### src/common/monitor_regs_defs.vh
`ifndef MONITOR_REGS_DEFS_VH
`define MONITOR_REGS_DEFS_VH
// ----------------------------------------------------------------
// Register offsets
// ----------------------------------------------------------------
`define OFS_CPU_CFG_A 8'h36
`define OFS_CPU_CFG_B 8'h37
`define OFS_FAN_ONE_STALL_MAX 8'h38
`define OFS_FAN2_MAX 8'h39
`define OFS_FAN3_MAX 8'h3A
`define OFS_CPU_MIN 8'h3B
`define OFS_CPU_SPAN 8'h3C
`define OFS_CPU_CRIT 8'h3D
`define OFS_MAKER 8'h3E
`define OFS_VERSION 8'h3F
`define OFS_MAIN_CFG 8'h40
`define OFS_STAT1 8'h41
`define OFS_STAT2 8'h42
// ----------------------------------------------------------------
// Reset values and masks
// ----------------------------------------------------------------
`define RST_CPU_CFG_A 8'h00
`define RST_CPU_CFG_B 8'h32
`define RST_FAN_MAX 8'hFF
`define RST_CPU_MIN 8'hD6
`define RST_CPU_SPAN 8'hC0
`define RST_CPU_CRIT 8'h00
`define RST_MAIN_CFG 8'h84
`define MASK_CPU_CFG_A 8'h0F
`define MASK_CPU_CFG_B 8'hB3
`define MASK_CPU_SPAN 8'hF0
`define CRIT_DISABLE 8'h80
`define CPU_MIN_ABS_MAX 8'hAF
`define FULL_DUTY 8'hFF
// Arbitrary identity values
`define MAKER_CODE_VAL 8'h5A
`define FAMILY_VER_VAL 4'h3
`define SILICON_REV_VAL 2'h0
// ----------------------------------------------------------------
// Field positions
// ----------------------------------------------------------------
`define B_FOUND 0
`define B_RETRY_OFF 1
`define B_WRITE_ALLOW 7
`define B_DOMAIN 3
`define B_RUN 0
`define B_LOCK 1
`define B_READY 2
`define B_BOOST 3
`define B_MON 4
`define B_OVR 5
// ----------------------------------------------------------------
// Timing
// ----------------------------------------------------------------
`define CLK_HZ 50000000
`define READY_DELAY_CYC 16
`endif

### src/verilog/monitor_config_status_regs.v
// Notes on behaviour
// RULE1: Poll rate 1, 2, 5, 10 per second
// RULE2: Retry-off bit clears retry flag
// RULE3: Detection bit shows processor found
// RULE4: Thermal-interface writes only when allowed
// RULE5: Domain-count bit: single or multiple
// RULE6: Per-fan max duty caps, reset full
// RULE7: Above minimum temp, ramp from min duty
// RULE8: Four-bit span field, reset 32 degrees
// RULE9: Critical limit forces full; 0x80 disables
// RULE10: Version register read-only, fixed fields
// RULE11: Stopped means full duty, limits kept
// RULE12: Lock write-once, holds until power cycle
// RULE13: Run and boost still writable locked
// RULE14: Ready bit set after power-up
// RULE15: Boost forces all fans full
// RULE16: CPU monitoring only when enabled
// RULE17: Overtemp pin forces full or max
// RULE18: Analog averaging 4, 8, 16, 32
// RULE19: Latched status clears on read if gone
// RULE20: Summary bits OR the next registers
// RULE21: Stall flags gated by output activity
// RULE22: Diode fault status bits
// RULE23: CPU averaging 1, 2, 4, 8 samples
// RULE24: Reserved bits read zero, ignore writes
`include "monitor_regs_defs.vh"
module monitor_config_status_regs (
  // Clock and reset
  input wire clk_sys,
  input wire resetn,
  // Register port
  input wire reg_wr,
  input wire reg_rd,
  input wire [7:0] reg_addr,
  input wire [7:0] reg_wdata,
  output reg [7:0] reg_rdata,
  // Thermal interface side
  input wire cpu_found_in,
  input wire [7:0] cpu_temp,
  input wire cpu_temp_valid,
  input wire cpu_bad_completion,
  input wire cpu_write_req,
  output reg cpu_poll_tick,
  output reg cpu_monitor_on,
  output reg cpu_retry_flag,
  output reg cpu_write_grant,
  output reg domain_count_sel,
  output reg [2:0] cpu_sample_avg,
  // Analog measurement side
  output reg [1:0] analog_avg_len,
  // Status conditions
  input wire [7:0] limit_cond_first,
  input wire volt12_cond,
  input wire [2:0] fan_stall_cond,
  input wire fan_four_stall_cond,
  input wire tach4_enabled,
  input wire diode_one_fault,
  input wire diode_two_fault,
  input wire third_status_any,
  // Fan side
  input wire overtemp_pin,
  input wire [2:0] overtemp_full_sel,
  input wire [2:0] min_duty_en,
  input wire [7:0] min_duty,
  input wire [23:0] fan_duty_calc,
  output reg [23:0] fan_duty,
  output reg [3:0] span_code,
  output reg crit_active
);
  // --------------------------------------------------------------
  // Registers
  // --------------------------------------------------------------
  reg [7:0] cpu_iface_config_a_reg;
  reg [7:0] cpu_iface_config_b_reg;
  reg [7:0] fan_one_stall_max_duty_reg;
  reg [7:0] fan2_max_duty_reg;
  reg [7:0] fan3_max_duty_reg;
  reg [7:0] cpu_min_temp_reg;
  reg [7:0] cpu_temp_span_reg;
  reg [7:0] cpu_critical_limit_reg;
  reg [7:0] main_config_reg;
  reg ready_reg;
  reg [4:0] ready_cnt_reg;
  reg ovt_s1_reg;
  reg ovt_s2_reg;
  reg cpu_found_s1_reg;
  reg cpu_found_s2_reg;
  reg [7:0] cpu_temp_reg;
  wire locked;
  wire monitor_run;
  wire [7:0] stat1_flags;
  wire [7:0] stat2_flags;
  wire [7:0] stat2_cond;
  wire [7:0] stat1_cond;
  wire rd_stat1;
  wire rd_stat2;
  wire poll_tick;
  wire [7:0] version_val;

  assign locked = main_config_reg[`B_LOCK];
  assign monitor_run = main_config_reg[`B_RUN];
  assign rd_stat1 = reg_rd && (reg_addr == `OFS_STAT1);
  assign rd_stat2 = reg_rd && (reg_addr == `OFS_STAT2);
  assign version_val = {`FAMILY_VER_VAL, 1'b1, 1'b1,
                        `SILICON_REV_VAL}; // [RULE10]

  // --------------------------------------------------------------
  // Pin synchronisers
  // --------------------------------------------------------------
  always @(posedge clk_sys or negedge resetn) begin
    if (!resetn) begin
      ovt_s1_reg <= 1'b0;
      ovt_s2_reg <= 1'b0;
      cpu_found_s1_reg <= 1'b0;
      cpu_found_s2_reg <= 1'b0;
    end else begin
      ovt_s1_reg <= overtemp_pin;
      ovt_s2_reg <= ovt_s1_reg;
      cpu_found_s1_reg <= cpu_found_in;
      cpu_found_s2_reg <= cpu_found_s1_reg;
    end
  end

  // --------------------------------------------------------------
  // Power-up ready
  // --------------------------------------------------------------
  always @(posedge clk_sys or negedge resetn) begin
    if (!resetn) begin
      ready_cnt_reg <= 5'h00;
      ready_reg <= 1'b0;
    end else if (ready_cnt_reg == `READY_DELAY_CYC) begin
      ready_reg <= 1'b1; // [RULE14]
    end else begin
      ready_cnt_reg <= ready_cnt_reg + 5'h01;
    end
  end

  // --------------------------------------------------------------
  // Register writes
  // --------------------------------------------------------------
  always @(posedge clk_sys or negedge resetn) begin
    if (!resetn) begin
      cpu_iface_config_a_reg <= `RST_CPU_CFG_A;
      cpu_iface_config_b_reg <= `RST_CPU_CFG_B;
      fan_one_stall_max_duty_reg <= `RST_FAN_MAX; // [RULE6]
      fan2_max_duty_reg <= `RST_FAN_MAX;
      fan3_max_duty_reg <= `RST_FAN_MAX;
      cpu_min_temp_reg <= `RST_CPU_MIN;
      cpu_temp_span_reg <= `RST_CPU_SPAN; // [RULE8]
      cpu_critical_limit_reg <= `RST_CPU_CRIT;
      main_config_reg <= `RST_MAIN_CFG & 8'hFB;
    end else begin
      // Detection bit follows the interface logic
      cpu_iface_config_b_reg[`B_FOUND] <= cpu_found_s2_reg; // [RULE3]
      if (reg_wr && !locked) begin // [RULE12]
        case (reg_addr)
          `OFS_CPU_CFG_A:
            cpu_iface_config_a_reg <= reg_wdata &
                                      `MASK_CPU_CFG_A; // [RULE24]
          `OFS_CPU_CFG_B:
            cpu_iface_config_b_reg <= (reg_wdata & 8'hB2) |
                                      {7'h00, cpu_found_s2_reg};
          `OFS_FAN_ONE_STALL_MAX: fan_one_stall_max_duty_reg <= reg_wdata;
          `OFS_FAN2_MAX: fan2_max_duty_reg <= reg_wdata;
          `OFS_FAN3_MAX: fan3_max_duty_reg <= reg_wdata;
          `OFS_CPU_MIN: cpu_min_temp_reg <= reg_wdata;
          `OFS_CPU_SPAN:
            cpu_temp_span_reg <= reg_wdata & `MASK_CPU_SPAN; // [RULE24]
          `OFS_CPU_CRIT: cpu_critical_limit_reg <= reg_wdata;
          `OFS_MAIN_CFG: begin
            main_config_reg[`B_RUN] <= reg_wdata[`B_RUN];
            main_config_reg[`B_LOCK] <= reg_wdata[`B_LOCK]; // [RULE12]
            main_config_reg[`B_BOOST] <= reg_wdata[`B_BOOST];
            main_config_reg[`B_MON] <= reg_wdata[`B_MON];
            main_config_reg[`B_OVR] <= reg_wdata[`B_OVR];
            main_config_reg[7:6] <= reg_wdata[7:6]; // [RULE18]
          end
          default: ;
        endcase
      end else if (reg_wr && (reg_addr == `OFS_MAIN_CFG)) begin
        main_config_reg[`B_RUN] <= reg_wdata[`B_RUN]; // [RULE13]
        main_config_reg[`B_BOOST] <= reg_wdata[`B_BOOST]; // [RULE13]
      end
    end
  end

  // --------------------------------------------------------------
  // Status registers
  // --------------------------------------------------------------
  assign stat1_cond = {stat2_flags != 8'h00, limit_cond_first[6:0]};
  assign stat2_cond[0] = volt12_cond;
  assign stat2_cond[1] = third_status_any; // [RULE20]
  assign stat2_cond[4:2] = fan_stall_cond &
                           {fan_duty[23:16] != 8'h00,
                            fan_duty[15:8] != 8'h00,
                            fan_duty[7:0] != 8'h00}; // [RULE21]
  assign stat2_cond[5] = fan_four_stall_cond & tach4_enabled &
                         (fan_duty[23:16] != 8'h00); // [RULE21]
  assign stat2_cond[6] = diode_one_fault; // [RULE22]
  assign stat2_cond[7] = diode_two_fault; // [RULE22]

  sticky_status u_stat1 (
    .clk_sys(clk_sys),
    .resetn(resetn),
    .cond(stat1_cond),
    .read_clr(rd_stat1),
    .flags(stat1_flags)
  ); // [RULE19]

  sticky_status u_stat2 (
    .clk_sys(clk_sys),
    .resetn(resetn),
    .cond(stat2_cond),
    .read_clr(rd_stat2),
    .flags(stat2_flags)
  ); // [RULE19]

  // --------------------------------------------------------------
  // Read mux
  // --------------------------------------------------------------
  always @(posedge clk_sys or negedge resetn) begin
    if (!resetn) begin
      reg_rdata <= 8'h00;
    end else if (reg_rd) begin
      case (reg_addr)
        `OFS_CPU_CFG_A: reg_rdata <= cpu_iface_config_a_reg;
        `OFS_CPU_CFG_B: reg_rdata <= cpu_iface_config_b_reg;
        `OFS_FAN_ONE_STALL_MAX: reg_rdata <= fan_one_stall_max_duty_reg;
        `OFS_FAN2_MAX: reg_rdata <= fan2_max_duty_reg;
        `OFS_FAN3_MAX: reg_rdata <= fan3_max_duty_reg;
        `OFS_CPU_MIN: reg_rdata <= cpu_min_temp_reg;
        `OFS_CPU_SPAN: reg_rdata <= cpu_temp_span_reg;
        `OFS_CPU_CRIT: reg_rdata <= cpu_critical_limit_reg;
        `OFS_MAKER: reg_rdata <= `MAKER_CODE_VAL;
        `OFS_VERSION: reg_rdata <= version_val; // [RULE10]
        `OFS_MAIN_CFG:
          reg_rdata <= {main_config_reg[7:3], ready_reg,
                        main_config_reg[1:0]}; // [RULE14]
        `OFS_STAT1: reg_rdata <= stat1_flags;
        `OFS_STAT2: reg_rdata <= stat2_flags;
        default: reg_rdata <= 8'h00;
      endcase
    end
  end

  // --------------------------------------------------------------
  // Thermal interface control
  // --------------------------------------------------------------
  poll_timer u_poll (
    .clk_sys(clk_sys),
    .resetn(resetn),
    .enable(main_config_reg[`B_MON]),
    .rate_sel(cpu_iface_config_b_reg[5:4]),
    .tick(poll_tick)
  ); // [RULE1]

  always @(posedge clk_sys or negedge resetn) begin
    if (!resetn) begin
      cpu_poll_tick <= 1'b0;
      cpu_monitor_on <= 1'b0;
      cpu_retry_flag <= 1'b1;
      cpu_write_grant <= 1'b0;
      domain_count_sel <= 1'b0;
      cpu_sample_avg <= 3'h0;
      analog_avg_len <= 2'h2;
      span_code <= 4'hC;
      cpu_temp_reg <= 8'h00;
    end else begin
      cpu_monitor_on <= main_config_reg[`B_MON]; // [RULE16]
      cpu_poll_tick <= poll_tick & main_config_reg[`B_MON]; // [RULE16]
      if (cpu_bad_completion)
        cpu_retry_flag <= ~cpu_iface_config_b_reg[`B_RETRY_OFF]; // [RULE2]
      else if (!cpu_iface_config_b_reg[`B_RETRY_OFF])
        cpu_retry_flag <= 1'b1; // [RULE2]
      cpu_write_grant <= cpu_write_req &
                         cpu_iface_config_b_reg[`B_WRITE_ALLOW]; // [RULE4]
      domain_count_sel <= cpu_iface_config_a_reg[`B_DOMAIN]; // [RULE5]
      cpu_sample_avg <= cpu_iface_config_a_reg[2] ?
                        3'h0 : cpu_iface_config_a_reg[2:0]; // [RULE23]
      analog_avg_len <= main_config_reg[7:6]; // [RULE18]
      span_code <= cpu_temp_span_reg[7:4]; // [RULE8]
      if (cpu_temp_valid && main_config_reg[`B_MON])
        cpu_temp_reg <= cpu_temp;
    end
  end

  // --------------------------------------------------------------
  // Critical limit with hysteresis
  // --------------------------------------------------------------
  localparam [7:0] CRIT_HYST = 8'h04;
  wire crit_on;
  assign crit_on = (cpu_critical_limit_reg != `CRIT_DISABLE) &&
                   ($signed(cpu_temp_reg) >
                    $signed(cpu_critical_limit_reg));
  always @(posedge clk_sys or negedge resetn) begin
    if (!resetn)
      crit_active <= 1'b0;
    else if (cpu_critical_limit_reg == `CRIT_DISABLE)
      crit_active <= 1'b0; // [RULE9]
    else if (crit_on)
      crit_active <= 1'b1; // [RULE9]
    else if ($signed(cpu_temp_reg) <
             $signed(cpu_critical_limit_reg - CRIT_HYST))
      crit_active <= 1'b0; // [RULE9]
  end

  // --------------------------------------------------------------
  // Duty selection per fan
  // --------------------------------------------------------------
  wire [23:0] max_all;
  wire above_min;
  assign max_all = {fan3_max_duty_reg, fan2_max_duty_reg,
                    fan_one_stall_max_duty_reg};
  assign above_min = $signed(cpu_temp_reg) >
                     $signed(cpu_min_temp_reg); // [RULE7]

  genvar f;
  generate
    for (f = 0; f < 3; f = f + 1) begin : g_fan
      reg [7:0] duty_next;
      reg [7:0] calc;
      always @* begin
        calc = fan_duty_calc[f*8 +: 8];
        if (above_min && calc < min_duty)
          calc = min_duty; // [RULE7]
        else if (!above_min)
          calc = min_duty_en[f] ? min_duty : 8'h00;
        if (calc > max_all[f*8 +: 8])
          calc = max_all[f*8 +: 8]; // [RULE6]
        duty_next = calc;
        if (!monitor_run)
          duty_next = `FULL_DUTY; // [RULE11]
        if (crit_active)
          duty_next = `FULL_DUTY; // [RULE9]
        if (main_config_reg[`B_OVR] && ovt_s2_reg)
          duty_next = overtemp_full_sel[f] ?
                      `FULL_DUTY : max_all[f*8 +: 8]; // [RULE17]
        if (main_config_reg[`B_BOOST])
          duty_next = `FULL_DUTY; // [RULE15]
      end
      always @(posedge clk_sys or negedge resetn) begin
        if (!resetn)
          fan_duty[f*8 +: 8] <= `FULL_DUTY;
        else
          fan_duty[f*8 +: 8] <= duty_next;
      end
    end
  endgenerate
endmodule // monitor_config_status_regs

### src/verilog/poll_timer.v
`include "monitor_regs_defs.vh"
module poll_timer (
  // Clock and reset
  input wire clk_sys,
  input wire resetn,
  // Control
  input wire enable,
  input wire [1:0] rate_sel,
  // Tick
  output reg tick
);
  reg [25:0] cnt_reg;
  reg [25:0] limit;

  // ------------------------------------------------------------
  // Update period per code
  // ------------------------------------------------------------
  always @* begin
    case (rate_sel)
      2'b00: limit = 26'd49999999;
      2'b01: limit = 26'd24999999;
      2'b10: limit = 26'd9999999;
      default: limit = 26'd4999999;
    endcase
  end

  always @(posedge clk_sys or negedge resetn) begin
    if (!resetn) begin
      cnt_reg <= 26'h0000000;
      tick <= 1'b0;
    end else if (!enable) begin
      cnt_reg <= 26'h0000000;
      tick <= 1'b0;
    end else if (cnt_reg >= limit) begin
      cnt_reg <= 26'h0000000;
      tick <= 1'b1;
    end else begin
      cnt_reg <= cnt_reg + 26'h0000001;
      tick <= 1'b0;
    end
  end
endmodule // poll_timer

### src/verilog/sticky_status.v
module sticky_status (
  // Clock and reset
  input wire clk_sys,
  input wire resetn,
  // Events and clear
  input wire [7:0] cond,
  input wire read_clr,
  // Status
  output reg [7:0] flags
);
  // ------------------------------------------------------------
  // One latch per bit
  // ------------------------------------------------------------
  genvar i;
  generate
    for (i = 0; i < 8; i = i + 1) begin : g_bit
      always @(posedge clk_sys or negedge resetn) begin
        if (!resetn)
          flags[i] <= 1'b0;
        else if (cond[i])
          flags[i] <= 1'b1;
        else if (read_clr)
          flags[i] <= 1'b0;
      end
    end
  endgenerate
endmodule // sticky_status

### config.mk
export PLATFORM = sky130hd
export DESIGN_NAME = monitor_config_status_regs
export DESIGN_NICKNAME = d
export VERILOG_FILES = /design/src/verilog/monitor_config_status_regs.v /design/src/verilog/poll_timer.v /design/src/verilog/sticky_status.v
export VERILOG_INCLUDE_DIRS = /design/src /design/src/common
export SDC_FILE = /design/constraint.sdc
export NUM_CORES = 1
export LEC_CHECK = 0
export BUFFER_PORTS_ARGS = -buffer_cell sky130_fd_sc_hd__clkbuf_2
export CAP_MARGIN = 25
export CORE_UTILIZATION = 25
export CTS_CLUSTER_DIAMETER = 30
export DETAILED_ROUTE_END_ITERATION = 10
export GPL_ROUTABILITY_DRIVEN = 0
export PLACE_DENSITY = 0.4
export SKIP_CTS_REPAIR_TIMING = 1
export SLEW_MARGIN = 25
export SYNTH_ARGS = -nofsm -noshare
export SYNTH_HDL_FRONTEND = slang
export SYNTH_SLANG_ARGS = --single-unit
### constraint.sdc
create_clock -name clk_sys -period 4.05 [get_ports clk_sys]
set_clock_uncertainty 0.05 [all_clocks]
set_input_delay 0.81 -clock clk_sys [delete_from_list [all_inputs] [get_ports clk_sys]]
set_output_delay 0.81 -clock clk_sys [all_outputs]
set_load 0.01 [all_outputs]
==> reports/metrics.yaml <==
final_layout_size_suffix_gt1_share_pct: 31.8
synth.net_count: 1152
criticalPathCategory: "register to register"
numClockSinks: 167
core_area_um2: 39600
ys_seq_area_share_pct: 42.4
timing.critical_path.buf_inv: 3
clock_tree.buffer_depth: 2
postSynth.asyncResetShare_pct: 100
critPathRequiredTime_ns: 4.37
post-synth-top-area-fraction_pct: 25.9
end_kind: "register"
drt_first_pass_iters: 4
syn2layout_area_growth_pct: 21.8
post_drt_wl_per_cell_um: 18.7
post_synth_num_cell_types: 78
crit_chain: "inv_1 > ha_1 > nor2b_1 > o211ai_1 > a21oi_4 > buf_6 > buf_4 > o31a_1 > mux2_2 > ha_1 > nor2b_1 > o211ai_1 > a21oi_1 > o22ai_2 > o22a_2 > o22a_1"
critical_path.reg2reg.startpoint: "cpu_min_temp_reg[1]"
powerDensity_nw_per_um2: 371
globalRoute.totalOverflow: 0
slowest_stage: "sky130_fd_sc_hd__dfstp_2"
floorplan.die.width_um: 202
drcViolationCount: 0
achievable-frequency_mhz: 262
fin_total_pwr_mw: 4.54
rsz_0062_raised_after_global_routing: "no"
postRouteWirelength_um: 31500
port_buffers: 132
mostFrequentLayoutCells: "sky130_fd_sc_hd__clkbuf_2, sky130_fd_sc_hd__dfrtp_1, sky130_fd_sc_hd__nand2_1, sky130_fd_sc_hd__ha_1, sky130_fd_sc_hd__inv_1"
largest_register_ffs: 26
synth_ff_type: "sky130_fd_sc_hd__dfrtp_1"
top_level_ports: 135
cp-endpoint: "fan_duty[23]"
r2r_end: "fan_duty[23]"
worstSetupStartpoint: "cpu_min_temp_reg[1]"
route.antenna.remaining_nets: 0
initial_utilization_pct: 25.3
timing.critical_path.max_delay_family: "compound AO/OA/AOI/OAI gates"
synthCells: 974
slew_viol_final: 0
die_area_um2: 40900
diodes: 0
vias_post_dr: 7905
netlist_area_um2: 10000
critical-path-max-stage-delay_ns: 0.53
setup_tns_ns: 0
timing_worst_slew_pin_value_ns: 0.988
hold_path_startpoint: "cpu_found_s2_reg"
finalHoldViolCount: 0
postSynthRegisterBits: 167
maxCapViolCount: 0
grt_pass1_vias: 8124
ys_top_cells_by_area: "sky130_fd_sc_hd__dfrtp_1, sky130_fd_sc_hd__dfstp_2, sky130_fd_sc_hd__ha_1, sky130_fd_sc_hd__mux2_2, sky130_fd_sc_hd__nand2_1"
cp-start-kind: "register"
dp_hpwl_um: 24700
cts-htree-levels: 4
max-slew-margin-rel_pct: 33.5
critical_path_cell_count: 16
die_height_um: 202
grt_start_max_net_pins: 72
worstRegToRegCells: 16
report.final.setup_viol: 0
worst_hold_path_type: "register to register"
postSynthAreaPerCell_um2: 10.3
path_clk_slew_ns: 0.07
holdPathStages: 0
worst-r2r-setup-slack_ns: 0.24
vias_per_cell: 4.70
ir_worst_vdd_mv: 0.275
grt_antenna_before_repair: 1
critical_path_peak_fanout: 8
synth-warning-count: 0
clock_insertion_delay_worst_skew_ns: 0.44
period_minus_slack_ns: 3.81
track_usage_pct: 15.8
holdWs_ns: 0.308
post-route-period-util_pct: 94.1
clock_tree_from_tritoncts: "yes"
p_leak_nw: 5.52
number_of_enable_type_register_cells_in_the_synthesized_netlist: 0
placementRows: 73
biggest_area_consumer_among_synthesized_cells: "sky130_fd_sc_hd__dfrtp_1"
tritoncts.num_buffers: 17
cts.root.buffer_cell: "sky130_fd_sc_hd__clkbuf_16"
layout.nets: 1323
status: "completed"
layout.cells.most_common: "sky130_fd_sc_hd__clkbuf_2"
cp_data_arrival_time_ns: 4.13
drt_iter0_drc: 332
wire_length_of_the_first_global_routing_pass_um: 48900
area by class of cell:
cell class / instances / area (um2)
clock buffer: 19 / 453
clock inverter: 13 / 119
fill: 4219 / 27400
inverter: 71 / 267
multi-input combinational: 704 / 5370
sequential: 167 / 4260
tap: 525 / 657
timing repair buffer: 184 / 1090
synthesized netlist by cell type (all sizes together) (9+ instances only):
| library cell | n |
|---|---|
| xor2 | 15 |
| xnor2 | 17 |
| nand4 | 16 |
| o21ai | 52 |
| dfrtp | 104 |
| nand2b | 12 |
| buf | 18 |
| a21o | 18 |
| dfstp | 63 |
| nand2 | 96 |
| o221ai | 9 |
| clkbuf | 14 |
| nor2 | 56 |
| o22a | 22 |
| ha | 90 |
| nand3 | 33 |
| mux2 | 57 |
| o31a | 15 |
| nor4 | 11 |
| nor2b | 9 |
| o211ai | 15 |
| a21oi | 39 |
| nor3 | 17 |
| inv | 71 |
worst min path at each step:
stage	endpoint	slack, ns
floorplan	cpu_found_s2_reg	0.28
global placement	cpu_found_s2_reg	0.29
detailed placement	cpu_found_s2_reg	0.30
CTS	cpu_iface_config_b_reg[0]	0.31
global route	cpu_iface_config_b_reg[0]	0.31
finish	cpu_iface_config_b_reg[0]	0.31
power by group:
group	leakage [nW]	internal [mW]	switching, mW
logic	3.30	0.477	0.561
clock network	0.275	0.886	0.732
registers	1.94	1.78	0.103
total	5.52	3.14	1.40
routing by layer:
metal	vias to the layer above	share of wire, %	GRT usage (%)	wire [um]
li1	3893	-	-	-
met1	3872	47	20.8	14800
met2	110	49	26.7	15400
met3	28	2.8	2.81	894
met4	2	1.1	3.76	358
met5	-	0.054	0	17
metrics by stage:
stage | util [%] | worst slack, ns | std cells | instance area (um2)
5_1_grt | 30.8 | 0.00963 | 1683 | 12200
2_1_floorplan | - | 0.306 | 974 | 10000
3_5_place_dp | 29.3 | -0.148 | 1649 | 11600
4_1_cts | 30.7 | 0.0426 | 1681 | 12200
3_3_place_gp | 29.3 | -0.0920 | 1649 | 11600
6_report | 30.8 | 0.240 | 1683 | 12200
kinds of logic (layout without fill, tap and decap cells):
| family | after synthesis | count (layout) | synth area share [%] |
|---|---|---|---|
| flip-flops | 167 | 167 | 42.4 |
| buffers and inverters | 103 | 287 | 4.19 |
| multiplexers | 70 | 70 | 8.67 |
| AND/OR/NAND/NOR | 282 | 282 | 14.0 |
| AO/OA/AOI/OAI | 229 | 229 | 16.6 |
| adder cells (fa/ha/maj) | 90 | 90 | 11.2 |
| other | 1 | 1 | 0.0374 |
| XOR/XNOR | 32 | 32 | 2.79 |
worst register-to-register path, delay by kind of cell (launching register included):
kind,cells,cell delay [ns]
adders and majority gates,2,0.60
and+or+nand+nor,2,0.27
DFF,1,0.53
muxes,1,0.29
buffers and inverters,3,0.41
AOI/OAI and AO/OA,8,1.60
Power figures use the tool's default switching activity.
